## src/hw/charger_event_regs.vh

```
`ifndef CHARGER_EVENT_REGS_VH
`define CHARGER_EVENT_REGS_VH

// ----------------------------------------
// state codes
// ----------------------------------------
`define ST_OFF         4'h0
`define ST_WAIT        4'h1
`define ST_SAFE        4'h2
`define ST_PRE         4'h3
`define ST_FULL        4'h4
`define ST_VOLT        4'h5
`define ST_DONE        4'h6
`define ST_DPP         4'h7
`define ST_WEAK_WAIT   4'h8
`define ST_WEAK_SAFE   4'h9
`define ST_WEAK_CHG    4'hA
`define ST_FAULT       4'hB
`define ST_BST_WAIT    4'hC
`define ST_BST_ON      4'hD
`define ST_BST_FAULT   4'hE
`define ST_BST_OL      4'hF
`define ST_CONFIG      4'h0

// ----------------------------------------
// status field positions
// ----------------------------------------
`define STAT_STATE_HI  7
`define STAT_STATE_LO  4
`define STAT_SWITCH    3
`define STAT_THERM     2
`define STAT_SIRQ      1
`define STAT_FIRQ      0

// ----------------------------------------
// interrupt field positions
// ----------------------------------------
`define STATIRQ_STATE  0
`define FAULTA_BATTERY_REMOVED_FLAG  0
`define BSTIRQ_ILIM    0
`define BSTIRQ_OV      1
`define BSTIRQ_BATLO   2

// ----------------------------------------
// reset values
// ----------------------------------------
`define IRQ_RESET      8'h00

// ----------------------------------------
// timing
// ----------------------------------------
`define CLK_PERIOD_NS  10
`define PULSE_NS       100
`define PULSE_CYCLES   (`PULSE_NS / `CLK_PERIOD_NS)
`define BST_START_MS   16
`define BST_START_CYC  (`BST_START_MS * 1000000 / `CLK_PERIOD_NS)
`define DEB_CYCLES     16

`endif

```

## src/hw/charger_event_report.v

```verilog
`timescale 1ns/100ps
`default_nettype none
`include "charger_event_regs.vh"

module charger_event_report #(
    parameter BST_START_CYCLES = `BST_START_CYC
) (
    input wire sys_clk,
    input wire reset_n,
    input wire input_uv_ok,
    input wire input_ov,
    input wire therm_removed,
    input wire bat_low,
    input wire switch_sense,
    input wire therm_sense,
    input wire boost_enable_pin,
    input wire boost_enable_set,
    input wire boost_enable_clr,
    input wire [3:0] charger_state,
    input wire trans_disable,
    input wire factory_regulation_bit,
    input wire global_mask,
    input wire [7:0] status_irq_mask,
    input wire [7:0] charger_fault_mask_a,
    input wire [7:0] charger_fault_mask_b,
    input wire [7:0] boost_irq_mask,
    input wire [7:0] charger_fault_src_b,
    input wire [7:0] status_src,
    input wire rd_status_irq,
    input wire rd_fault_a,
    input wire rd_fault_b,
    input wire rd_boost_irq,
    output reg [7:0] status_reg_ff,
    output reg [7:0] status_irq_ff,
    output reg [7:0] charger_fault_irq_a,
    output reg [7:0] charger_fault_irq_b,
    output reg [7:0] boost_irq_reg,
    output reg boost_enable_bit,
    output reg event_pin_ff,
    output reg trans_enable_ff,
    output reg converter_on_ff,
    output reg input_switch_ff,
    output reg iin_loop_en_ff,
    output reg ichg_loop_en_ff
);

// ----------------------------------------
// synchronisers and debounce
// ----------------------------------------
localparam NSIG = 8;
wire [NSIG-1:0] raw;
assign raw = {boost_enable_pin, therm_sense, switch_sense, bat_low,
              therm_removed, input_ov, input_uv_ok, 1'b0};
reg [NSIG-1:0] sync1_ff;
reg [NSIG-1:0] sync2_ff;
wire [NSIG-1:0] deb;
genvar g;
generate
    for (g = 0; g < NSIG; g = g + 1) begin : g_deb
        reg [4:0] cnt_ff;
        reg val_ff;
        always @(posedge sys_clk) begin
            if (!reset_n) begin
                cnt_ff <= 5'h00;
                val_ff <= 1'b0;
            end else if (sync2_ff[g] == val_ff) begin
                cnt_ff <= 5'h00;
            end else if (cnt_ff == `DEB_CYCLES - 1) begin
                cnt_ff <= 5'h00;
                val_ff <= sync2_ff[g];
            end else begin
                cnt_ff <= cnt_ff + 5'h01;
            end
        end
        assign deb[g] = val_ff;
    end
endgenerate

always @(posedge sys_clk) begin
    if (!reset_n) begin
        sync1_ff <= {NSIG{1'b0}};
        sync2_ff <= {NSIG{1'b0}};
    end else begin
        sync1_ff <= raw;
        sync2_ff <= sync1_ff;
    end
end

wire uv_ok = deb[1];
wire ov = deb[2];
wire t_rmv = deb[3];
wire b_low = deb[4];
wire sw_p = deb[5];
wire th_p = deb[6];
wire pin_en = deb[7];

// ----------------------------------------
// helper functions
// ----------------------------------------
function is_boost;
    input [3:0] s;
    begin
        is_boost = (s[3:2] == 2'b11);
    end
endfunction

function is_charging;
    input [3:0] s;
    begin
        case (s)
            `ST_WAIT, `ST_SAFE, `ST_PRE, `ST_FULL, `ST_VOLT, `ST_DPP,
            `ST_WEAK_WAIT, `ST_WEAK_SAFE, `ST_WEAK_CHG:
                is_charging = 1'b1;
            default:
                is_charging = 1'b0;
        endcase
    end
endfunction

function [7:0] rc_update;
    input [7:0] cur;
    input [7:0] set;
    input rd;
    begin
        rc_update = (rd ? 8'h00 : cur) | set;
    end
endfunction

// ----------------------------------------
// boost control
// ----------------------------------------
localparam B_IDLE = 3'b001;
localparam B_START = 3'b010;
localparam B_RUN = 3'b100;
reg [2:0] bst_ff;
reg [2:0] nxt_bst;
reg [23:0] bst_cnt_ff;
reg pin_en_d_ff;
reg bit_d_ff;
reg lockout_ff;
reg [7:0] bst_set;
wire req = pin_en | boost_enable_bit;
wire req_d = pin_en_d_ff | bit_d_ff;
wire toggled = (pin_en & ~pin_en_d_ff) | (boost_enable_bit & ~bit_d_ff);

always @* begin
    nxt_bst = bst_ff;
    bst_set = 8'h00;
    case (bst_ff)
        B_IDLE: begin
            if (req && (!lockout_ff || toggled)) begin
                nxt_bst = B_START;
            end
        end
        B_START: begin
            if (!req) begin
                nxt_bst = B_IDLE;
            end else if (uv_ok) begin
                nxt_bst = B_RUN;
            end else if (bst_cnt_ff >= BST_START_CYCLES - 1) begin
                nxt_bst = B_IDLE;
                bst_set[`BSTIRQ_ILIM] = 1'b1;
            end
        end
        B_RUN: begin
            if (!req) begin
                nxt_bst = B_IDLE;
            end else if (ov) begin
                nxt_bst = B_IDLE;
                bst_set[`BSTIRQ_OV] = 1'b1;
            end else if (!uv_ok) begin
                nxt_bst = B_IDLE;
                bst_set[`BSTIRQ_ILIM] = 1'b1;
            end else if (b_low) begin
                nxt_bst = B_IDLE;
                bst_set[`BSTIRQ_BATLO] = 1'b1;
            end
        end
        default: nxt_bst = B_IDLE;
    endcase
end

always @(posedge sys_clk) begin
    if (!reset_n) begin
        bst_ff <= B_IDLE;
        bst_cnt_ff <= 24'h000000;
        pin_en_d_ff <= 1'b0;
        bit_d_ff <= 1'b0;
        lockout_ff <= 1'b0;
        boost_enable_bit <= 1'b0;
    end else begin
        bst_ff <= nxt_bst;
        pin_en_d_ff <= pin_en;
        bit_d_ff <= boost_enable_bit;
        bst_cnt_ff <= (bst_ff == B_START) ? bst_cnt_ff + 24'h000001
                                          : 24'h000000;
        if (bst_set != 8'h00) begin
            lockout_ff <= 1'b1;
        end else if (bst_ff == B_START) begin
            lockout_ff <= 1'b0;
        end
        if (bst_set[`BSTIRQ_OV] || boost_enable_clr) begin
            boost_enable_bit <= 1'b0;
        end else if (boost_enable_set) begin
            boost_enable_bit <= 1'b1;
        end
    end
end

// ----------------------------------------
// charger state, removal, presence
// ----------------------------------------
reg [3:0] chg_ff;
reg [3:0] nxt_state;
reg [3:0] state_ff;
reg rmv_pend_ff;
reg t_rmv_d_ff;
reg sw_pres_ff;
reg th_pres_ff;
wire boosting = (bst_ff != B_IDLE) || is_boost(state_ff);
wire rmv_edge = t_rmv & ~t_rmv_d_ff;

always @* begin
    if (bst_ff == B_START) begin
        nxt_state = `ST_BST_WAIT;
    end else if (bst_ff == B_RUN) begin
        nxt_state = `ST_BST_ON;
    end else if (lockout_ff && req_d) begin
        nxt_state = `ST_BST_FAULT;
    end else if (rmv_edge) begin
        nxt_state = `ST_FAULT;
    end else if (rmv_pend_ff) begin
        nxt_state = sw_pres_ff ? `ST_WEAK_WAIT : `ST_FAULT;
    end else begin
        nxt_state = chg_ff;
    end
end

always @(posedge sys_clk) begin
    if (!reset_n) begin
        chg_ff <= `ST_OFF;
        state_ff <= `ST_OFF;
        rmv_pend_ff <= 1'b0;
        t_rmv_d_ff <= 1'b0;
        sw_pres_ff <= 1'b0;
        th_pres_ff <= 1'b0;
    end else begin
        chg_ff <= charger_state;
        state_ff <= nxt_state;
        t_rmv_d_ff <= t_rmv;
        if (rmv_edge) begin
            rmv_pend_ff <= 1'b1;
        end else if (!t_rmv) begin
            rmv_pend_ff <= 1'b0;
        end
        if (state_ff == `ST_CONFIG) begin
            sw_pres_ff <= sw_p;
            th_pres_ff <= th_p;
        end
    end
end

wire state_chg = (nxt_state != state_ff);

// ----------------------------------------
// interrupt registers
// ----------------------------------------
reg [7:0] stat_src_d_ff;
reg [7:0] fb_src_d_ff;
wire [7:0] stat_set = (status_src & ~stat_src_d_ff) |
                      {7'h00, state_chg};
wire [7:0] fa_set = {7'h00, rmv_edge};
wire [7:0] fb_set = charger_fault_src_b & ~fb_src_d_ff;
wire [7:0] stat_nxt = rc_update(status_irq_ff, stat_set, rd_status_irq);
wire [7:0] fa_nxt = rc_update(charger_fault_irq_a, fa_set, rd_fault_a);
wire [7:0] fb_nxt = rc_update(charger_fault_irq_b, fb_set, rd_fault_b);
wire [7:0] bi_nxt = rc_update(boost_irq_reg, bst_set, rd_boost_irq);
wire [7:0] fa_keep = boosting ? `IRQ_RESET : fa_nxt;
wire [7:0] fb_keep = boosting ? `IRQ_RESET : fb_nxt;

always @(posedge sys_clk) begin
    if (!reset_n) begin
        status_irq_ff <= `IRQ_RESET;
        charger_fault_irq_a <= `IRQ_RESET;
        charger_fault_irq_b <= `IRQ_RESET;
        boost_irq_reg <= `IRQ_RESET;
        stat_src_d_ff <= 8'h00;
        fb_src_d_ff <= 8'h00;
    end else begin
        stat_src_d_ff <= status_src;
        fb_src_d_ff <= charger_fault_src_b;
        status_irq_ff <= stat_nxt;
        boost_irq_reg <= bi_nxt;
        charger_fault_irq_a <= fa_keep;
        charger_fault_irq_b <= fb_keep;
    end
end

// ----------------------------------------
// event pin pulse
// ----------------------------------------
localparam [7:0] PULSE_LEN = `PULSE_CYCLES;
reg [7:0] pulse_cnt_ff;
reg armed_ff;
reg pulse_lvl_ff;
wire any_unmasked = |(stat_set & ~status_irq_mask) |
                    (!boosting && |(fa_set & ~charger_fault_mask_a)) |
                    (!boosting && |(fb_set & ~charger_fault_mask_b)) |
                    |(bst_set & ~boost_irq_mask);
wire all_clear = (status_irq_ff | charger_fault_irq_a |
                  charger_fault_irq_b | boost_irq_reg) == 8'h00;
wire steady_low = is_charging(nxt_state) && !is_boost(nxt_state);
wire fire = any_unmasked && !global_mask &&
            (armed_ff || all_clear) &&
            (pulse_cnt_ff == 8'h00);

always @(posedge sys_clk) begin
    if (!reset_n) begin
        pulse_cnt_ff <= 8'h00;
        armed_ff <= 1'b1;
        pulse_lvl_ff <= 1'b0;
        event_pin_ff <= 1'b1;
    end else begin
        if (fire) begin
            pulse_cnt_ff <= PULSE_LEN;
            pulse_lvl_ff <= steady_low;
            armed_ff <= 1'b0;
        end else if (pulse_cnt_ff != 8'h00) begin
            pulse_cnt_ff <= pulse_cnt_ff - 8'h01;
        end else if (all_clear) begin
            armed_ff <= 1'b1;
        end
        if (fire) begin
            event_pin_ff <= steady_low;
        end else if (pulse_cnt_ff > 8'h01) begin
            event_pin_ff <= pulse_lvl_ff;
        end else begin
            event_pin_ff <= ~steady_low;
        end
    end
end

// ----------------------------------------
// status and outputs
// ----------------------------------------
wire past_config = (state_ff != `ST_CONFIG);

always @(posedge sys_clk) begin
    if (!reset_n) begin
        status_reg_ff <= 8'h00;
        trans_enable_ff <= 1'b0;
        converter_on_ff <= 1'b0;
        input_switch_ff <= 1'b0;
        iin_loop_en_ff <= 1'b1;
        ichg_loop_en_ff <= 1'b1;
    end else begin
        status_reg_ff[`STAT_STATE_HI:`STAT_STATE_LO] <= nxt_state;
        status_reg_ff[`STAT_SWITCH] <= past_config & sw_pres_ff;
        status_reg_ff[`STAT_THERM] <= past_config & th_pres_ff;
        status_reg_ff[`STAT_SIRQ] <= |stat_nxt;
        status_reg_ff[`STAT_FIRQ] <= |fa_keep | |fb_keep | |bi_nxt;
        trans_enable_ff <= uv_ok & ~ov & ~trans_disable;
        converter_on_ff <= (nxt_bst != B_IDLE) ||
                           (nxt_state != `ST_FAULT &&
                            !is_boost(nxt_state));
        input_switch_ff <= (nxt_bst != B_IDLE) || !boosting;
        iin_loop_en_ff <= ~factory_regulation_bit;
        ichg_loop_en_ff <= ~factory_regulation_bit;
    end
end

endmodule
`default_nettype wire

```

## config.mk

```make
export PLATFORM = sky130hd
export DESIGN_NAME = charger_event_report
export DESIGN_NICKNAME = d
export VERILOG_FILES = /design/src/hw/charger_event_report.v
export VERILOG_INCLUDE_DIRS = /design/src /design/src/hw
export SDC_FILE = /design/constraint.sdc
export NUM_CORES = 1
export LEC_CHECK = 0
export ABC_AREA = 0
export BUFFER_PORTS_ARGS = -buffer_cell sky130_fd_sc_hd__buf_2
export CAP_MARGIN = 20
export CORE_ASPECT_RATIO = 1.2
export CORE_MARGIN = 4
export CORE_UTILIZATION = 45
export CTS_CLUSTER_SIZE = 20
export DETAILED_ROUTE_END_ITERATION = 10
export GPL_TIMING_DRIVEN = 0
export PLACE_DENSITY = 0.73
export SYNTH_ARGS = -nofsm -noshare
export SYNTH_HDL_FRONTEND = slang
export SYNTH_SLANG_ARGS = --single-unit
```

## constraint.sdc

```tcl
create_clock -name sys_clk -period 2.1 [get_ports sys_clk]
set_input_delay 0.105 -clock sys_clk [delete_from_list [all_inputs] [get_ports sys_clk]]
set_output_delay 0.105 -clock sys_clk [all_outputs]
set_load 0.05 [all_outputs]
```

==> impl_metrics.csv, run 1 <==
group,metric,value,unit
timing,fin_hold_ws,0.0437,ns
timing,skew,0.00883,ns
synth,synth_seq_cells,166,
critical_path,critical_path.max_fanout,4,
placement,dp_slack,-0.231,ns
timing,period_share,1.03,
critical_path,rr_startpoint,"bst_ff[2]",
synth,yosysWarnings,0,
floorplanning,ioPinCount,117,
cells_and_area,antenna_cells,0,
placement,dp_hpwl,10.8,mm
synth,synth.area.top_cells,"dfxtp_1 (51%), nor2_1 (6.4%), and2_1 (4.2%)",
cells_and_area,regMostFlops,"g_deb.cnt_ff",
global_routing,use_met2,0.324,
placement,io_buffers,102,
global_routing,met3_usage,0.0517,
timing,timing.setup.tns,-0.0935,ns
cells_and_area,fin_util,0.591,
synth,synth_area,6560,µm²
cts,cts_buffers,17,
critical_path,critPathLaunch,"bst_ff[2]",
global_routing,grt_max_degree,17,
synth,async_reset_ff_frac,0,
floorplanning,start_util,0.457,
timing,setup_viol,3,
cells_and_area,drive_gt1_frac,0.221,
routing,final_antenna_net_count,0,
cells_and_area,nFillCells,1197,
timing,hold_viol,0,
cts,cts_root_buf,"clkbuf_16",
cts,cts_num_sinks,166,
pwr,p_leak,3.45,nW
routing,drtIter0Drc,253,
routing,routed_via_density,5.14,
cells_and_area,syn_to_final_growth,29.5,%
synth,yosysTopAreaCellShare,0.507,
routing,wire_per_inst,14.7,µm
synth,synth_flop_cell,"dfxtp_1",
routing,vias,5451,
critical_path,cp_data_arrival_time,2.52,ns
floorplanning,rows,48,
pwr,power_density,889,nW/µm²
timing,grt_setup_unrepaired,"yes",
cts,tritoncts,"built",
synth,yosysTopAreaCell,"dfxtp_1",
cts,clkTransAtPathRegs,0.07,ns
critical_path,start_kind,"register",
routing,routed_wl,15.6,mm
cells_and_area,largest_reg_flops,35,
floorplanning,dieArea,16600,µm²
critical_path,worstSetupEndpointType,"register",
global_routing,grt.busiest_layer,"met2",
outcome,failed_checks,"setup timing",
synth,synth.most_common_cell,"dfxtp_1",
critical_path,r2r_cells,7,
synth,yosysSeqAreaShare,0.507,
global_routing,grt_usage,0.191,
timing,layout_setup_ws,-0.0646,ns
floorplanning,die_y,140,µm
placement,placed_area,7290,µm²
synth,syn_inst,708,
cells_and_area,layout.nets,960,
critical_path,r2r_slack,-0.06,ns
cts,clkLatencyLatePin,0.42,ns
synth,synth_edf_count,0,
min_path,holdCritStartpoint,"rd_boost_irq",
critical_path,endpoint,"event_pin_ff",
pwr,ir_worst_vdd,0.000780,V
critical_path,crit_type,"register to register",
synth,ys_types,62,
global_routing,grt_pass1_wl,25.3,mm
floorplanning,design.core.area,14400,µm²
synth,avgSynthCellArea,9.26,µm²
global_routing,antenna_found_initial,1,
global_routing,grt_pass1_vias,5309,
timing,slew_viol_final,0,
synth,synth_nets,795,
flow_run,max_cap_violations,0,
outcome,status,"finished, violations left",
critical_path,worstPathRequired,2.45,ns
global_routing,overflow,0,
placement,gp_congestion,0.838,
floorplanning,die_w,118,µm
global_routing,met1_usage,0.223,
critical_path,r2r-end,"event_pin_ff",
synth,synthTopCellsByCount,"dfxtp_1 (166), nor2_1 (111), and2_1 (44)",
min_path,hold_path.class,"primary input to register",
timing,max_freq,462,MHz
cells_and_area,top_regs,"g_deb.cnt_ff x35, bst_cnt_ff x24",
routing,first_pass_iters,5,
cts,htreeDepth,4,
routing,remaining_drc_errors,0,
timing,tightest_slew,0.684,ns
timing,relSlewSlack,0.544,
timing,fin_crit,2.16,ns
cells_and_area,post-route-cell-area,8490,µm²
cts,clock_path_buffers,2,
[cell type report]
type | count | area, µm² | area share
multi-input combinational | 496 | 3240 | 0.382
clock inverter | 8 | 96.3 | 0.0114
timing repair buffer | 146 | 918 | 0.108
tap | 175 | 219 | 0.0258
sequential | 166 | 3340 | 0.394
clock buffer | 24 | 492 | 0.0579
buffer | 18 | 72.6 | 0.00855
inverter | 28 | 105 | 0.0124
[worst max-delay path, stage by stage (launching register included)]
cell      delay, ns
dfxtp_4        0.36
nand2b_4       0.14
or2_4          0.23
or3_4          0.37
or3_4          0.40
a211oi_4       0.24
a21o_1         0.17
mux2i_1        0.19
[repair_timing]
item / CTS / global route
hold buffers: 31 / 0
pin swaps: 7 / 10
endpoints found under the setup margin: 17 / 18
buffers inserted: 7 / 6
resized for setup: 20 / 28
hold endpoints to repair: 35 / 0
[worst min-delay path by stage]
stage / cells after the start / slack (ns) / to
final: 3 / 0.04 / boost_irq_reg[0]
after global routing: 3 / 0.05 / boost_irq_reg[0]
after CTS: 3 / 0.01 / boost_irq_reg[0]
after detailed placement: 2 / 0.27 / boost_enable_bit
after global placement: 2 / 0.26 / boost_enable_bit
after floorplan: 1 / 0.17 / ichg_loop_en_ff
[cell families after synthesis]
| family | after synthesis | synth area share |
|---|---|---|
| flops | 166 | 0.507 |
| buf+inv | 46 | 0.0269 |
| mux | 12 | 0.0185 |
| fa+ha+maj | 17 | 0.0324 |
| compound gates | 85 | 0.0884 |
| simple gates | 332 | 0.260 |
| xor+xnor | 50 | 0.0668 |
[per-layer routing]
layer | vias to the layer above | wire (µm) | share of wire
met4 | 2 | 561 | 0.036
li1 | 2752 | - | -
met1 | 2527 | 6630 | 0.42
met3 | 37 | 791 | 0.051
met2 | 133 | 7640 | 0.49
met5 | - | 7 | 0.00045
[per-stage QoR]
| step | std cells | total power, mW |
|---|---|---|
| after floorplan | 708 | 4.18 |
| after global placement | 985 | 4.41 |
| after detailed placement | 985 | 4.43 |
| after CTS | 1055 | 7.56 |
| after global routing | 1061 | 7.83 |
| final | 1061 | 7.54 |
[power by group]
part	switching [mW]	leakage (nW)	internal (mW)
logic	0.634	1.80	0.410
clock network	1.21	0.290	1.87
registers	0.114	1.36	3.30
[cells in the final DEF (no fill, tap or decap), types with 11 or more instances in the layout]
| cell type | netlist | final |
|---|---|---|
| xor2_1 | 21 | 21 |
| a21oi_1 | 37 | 36 |
| nor3_1 | 25 | 20 |
| nand3_1 | 19 | 18 |
| inv_1 | 27 | 27 |
| mux2i_1 | 11 | 11 |
| clkbuf_1 | 16 | 18 |
| nand2b_1 | 26 | 26 |
| nand2_1 | 33 | 32 |
| buf_4 | 1 | 14 |
| and3_1 | 18 | 18 |
| dfxtp_1 | 166 | 157 |
| nand4_1 | 12 | 12 |
| ha_1 | 17 | 17 |
| xnor2_1 | 29 | 28 |
| nor2_1 | 111 | 109 |
| and2_1 | 44 | 44 |
| buf_2 | 0 | 102 |
| dlygate4sd3_1 | 0 | 31 |
| clkbuf_16 | 0 | 17 |
No activity file was read; power rests on OpenSTA's default activity.
==> inputs of run 2 (changes only) <==
--- a/config.mk
+++ b/config.mk
@@ -16,6 +16,7 @@
 export DETAILED_ROUTE_END_ITERATION = 10
 export GPL_TIMING_DRIVEN = 0
 export PLACE_DENSITY = 0.73
+export SETUP_SLACK_MARGIN = 0.3
 export SYNTH_ARGS = -nofsm -noshare
 export SYNTH_HDL_FRONTEND = slang
 export SYNTH_SLANG_ARGS = --single-unit
==> impl_metrics.csv, run 2 (same netlist as run 1, synthesis figures left out) <==
group,metric,value,unit
critical_path,cp_data_arrival_time,2.56,ns
routing,routed_wl,16.0,mm
routing,drtIter0Drc,259,
cells_and_area,multi_input_area,3410,µm²
floorplanning,die_w,118,µm
floorplanning,dieArea,16600,µm²
pwr,power_density,849,nW/µm²
floorplanning,rows,48,
flow_run,max_cap_violations,0,
placement,io_buffers,102,
critical_path,cp.buffers_inverters,0,
cells_and_area,fin_util,0.610,
timing,slew_viol_final,0,
cells_and_area,fin_cells,1074,
cells_and_area,seq_area,3350,µm²
global_routing,grt_pass1_wl,25.9,mm
timing,max_freq,449,MHz
cells_and_area,final_cell_mix,"dfxtp_1 (145), nor2_1 (108), buf_2 (102)",
outcome,status,"finished, violations left",
cts,tritoncts,"built",
cells_and_area,syn_to_final_growth,33.5,%
routing,routed_via_density,5.13,
floorplanning,design.core.area,14400,µm²
cts,cts_buffers,17,
global_routing,grt_max_degree,17,
placement,placed_cells,985,
critical_path,crit_slowest_cell,"or3_4",
cts,clock_path_buffers,2,
cells_and_area,top_regs,"g_deb.cnt_ff x35, bst_cnt_ff x24",
cts,clkLatencyLatePin,0.42,ns
cells_and_area,drive_gt1_frac,0.271,
critical_path,crit_chain,"nand2b_4, or2_4, or3_4, or3_4, a211oi_4, a21o_1, mux2i_1",
timing,setup_viol,6,
cells_and_area,final_common_cell,"dfxtp_1",
routing,first_pass_iters,5,
critical_path,path_common_cell,"or3_4",
timing,hold_viol,0,
placement,dp_hpwl,10.7,mm
outcome,failed_checks,"setup timing",
critical_path,cp_top_family,"simple AND/OR/NAND/NOR gates",
critical_path,cp_slowest_stage_delay,0.40,ns
cells_and_area,post-route-cell-area,8750,µm²
min_path,hold_path.class,"primary input to register",
cells_and_area,largest_reg_flops,35,
pwr,total_power,7.43,mW
cts,clkTransAtPathRegs,0.06,ns
timing,layout_setup_ws,-0.126,ns
timing,skew,0.00787,ns
cells_and_area,regMostFlops,"g_deb.cnt_ff",
global_routing,overflow,0,
cells_and_area,layout.nets,973,
routing,wire_per_inst,14.9,µm
min_path,hold_path_depth,3,
critical_path,crit_type,"register to register",
cts,htreeDepth,4,
routing,vias,5508,
placement,placed_area,7300,µm²
critical_path,critical_path.max_fanout,4,
floorplanning,ioPinCount,117,
placement,gp_congestion,0.857,
timing,fin_crit,2.23,ns
routing,final_antenna_net_count,0,
timing,tightest_slew,0.710,ns
critical_path,start_kind,"register",
cells_and_area,antenna_cells,0,
critical_path,worstPathRequired,2.43,ns
floorplanning,die_y,140,µm
critical_path,cp.depth,7,
pwr,p_leak,3.61,nW
cts,cts_num_sinks,166,
timing,grt_setup_unrepaired,"yes",
cts,cts_root_buf,"clkbuf_16",
cells_and_area,nFillCells,1143,
timing,relSlewSlack,0.527,
critical_path,r2r_cells,7,
pwr,ir_worst_vdd,0.000584,V
global_routing,grt_usage,0.194,
global_routing,antenna_found_initial,0,
global_routing,grt_pass1_vias,5434,
critical_path,worstSetupEndpointType,"register",
timing,period_share,1.06,
routing,remaining_drc_errors,0,
floorplanning,start_util,0.457,
## run 2: cell types whose count changed in the layout (fill, tap and decap cells not counted), sizes merged
cell      before  now
buf          117  129
bufinv         2    1
clkbuf        40   42
clkinv         5    1
clkinvlp       1    5
## run 2: stage by stage
step | hold slack, ns | TNS [ns] | setup slack, ns
2_1_floorplan | 0.167 | 0 | 0.0921
3_3_place_gp | 0.263 | -1.94 | -0.271
3_5_place_dp | 0.269 | -1.85 | -0.284
4_1_cts | 0.00671 | -0.204 | -0.0914
5_1_grt | 0.0344 | -0.882 | -0.180
6_report | 0.0150 | -0.472 | -0.126
## run 2: layout make-up
cell class / count / area share
Buffer: 18 / 0.00958
Clock buffer: 25 / 0.0543
Clock inverter: 7 / 0.00829
Inverter: 28 / 0.0120
Multi-Input combinational cell: 496 / 0.390
Sequential cell: 166 / 0.383
Tap cell: 175 / 0.0250
Timing Repair Buffer: 159 / 0.118
## run 2: path summary, 6_finish.rpt
check / startpoint / endpoint / slack [ns]
worst max-delay path: bst_ff[2] / event_pin_ff / -0.13
worst min-delay path: charger_fault_src_b[0] / charger_fault_irq_b[0] / 0.02
worst max register to register: bst_ff[2] / event_pin_ff / -0.13
worst min register to register: sync1_ff[6] / sync2_ff[6] / 0.44
## run 2: what timing repair did
item                                    4_1_cts  5_1_grt
hold buffers                                 31        0
hold endpoints to repair                     33        0
gates cloned                                  0        0
endpoints found under the setup margin       28       36
pin swaps                                    18       20
resized for setup                            64       36
buffers inserted                             15       11
## run 2: tightest hold or removal path: cells and delay by family
family          cells  cell delay, ns
simple gates        1            0.11
buf+inv             1            0.10
compound gates      1            0.07
## run 2: power breakdown
| group | switching (mW) | internal (mW) | leakage [nW] |
|---|---|---|---|
| Sequential | 0.109 | 3.30 | 1.37 |
| Clock | 1.21 | 1.69 | 0.250 |
| Combinational | 0.671 | 0.447 | 2.00 |
| Total | 1.99 | 5.44 | 3.61 |
## run 2: routing by layer
| layer | vias to the layer above | wire [µm] | global-route usage |
|---|---|---|---|
| li1 | 2762 | - | - |
| met3 | 37 | 753 | 0.0521 |
| met2 | 143 | 7880 | 0.332 |
| met1 | 2566 | 6880 | 0.225 |
| met4 | 0 | 446 | 0.0914 |
| met5 | - | 0 | 0 |
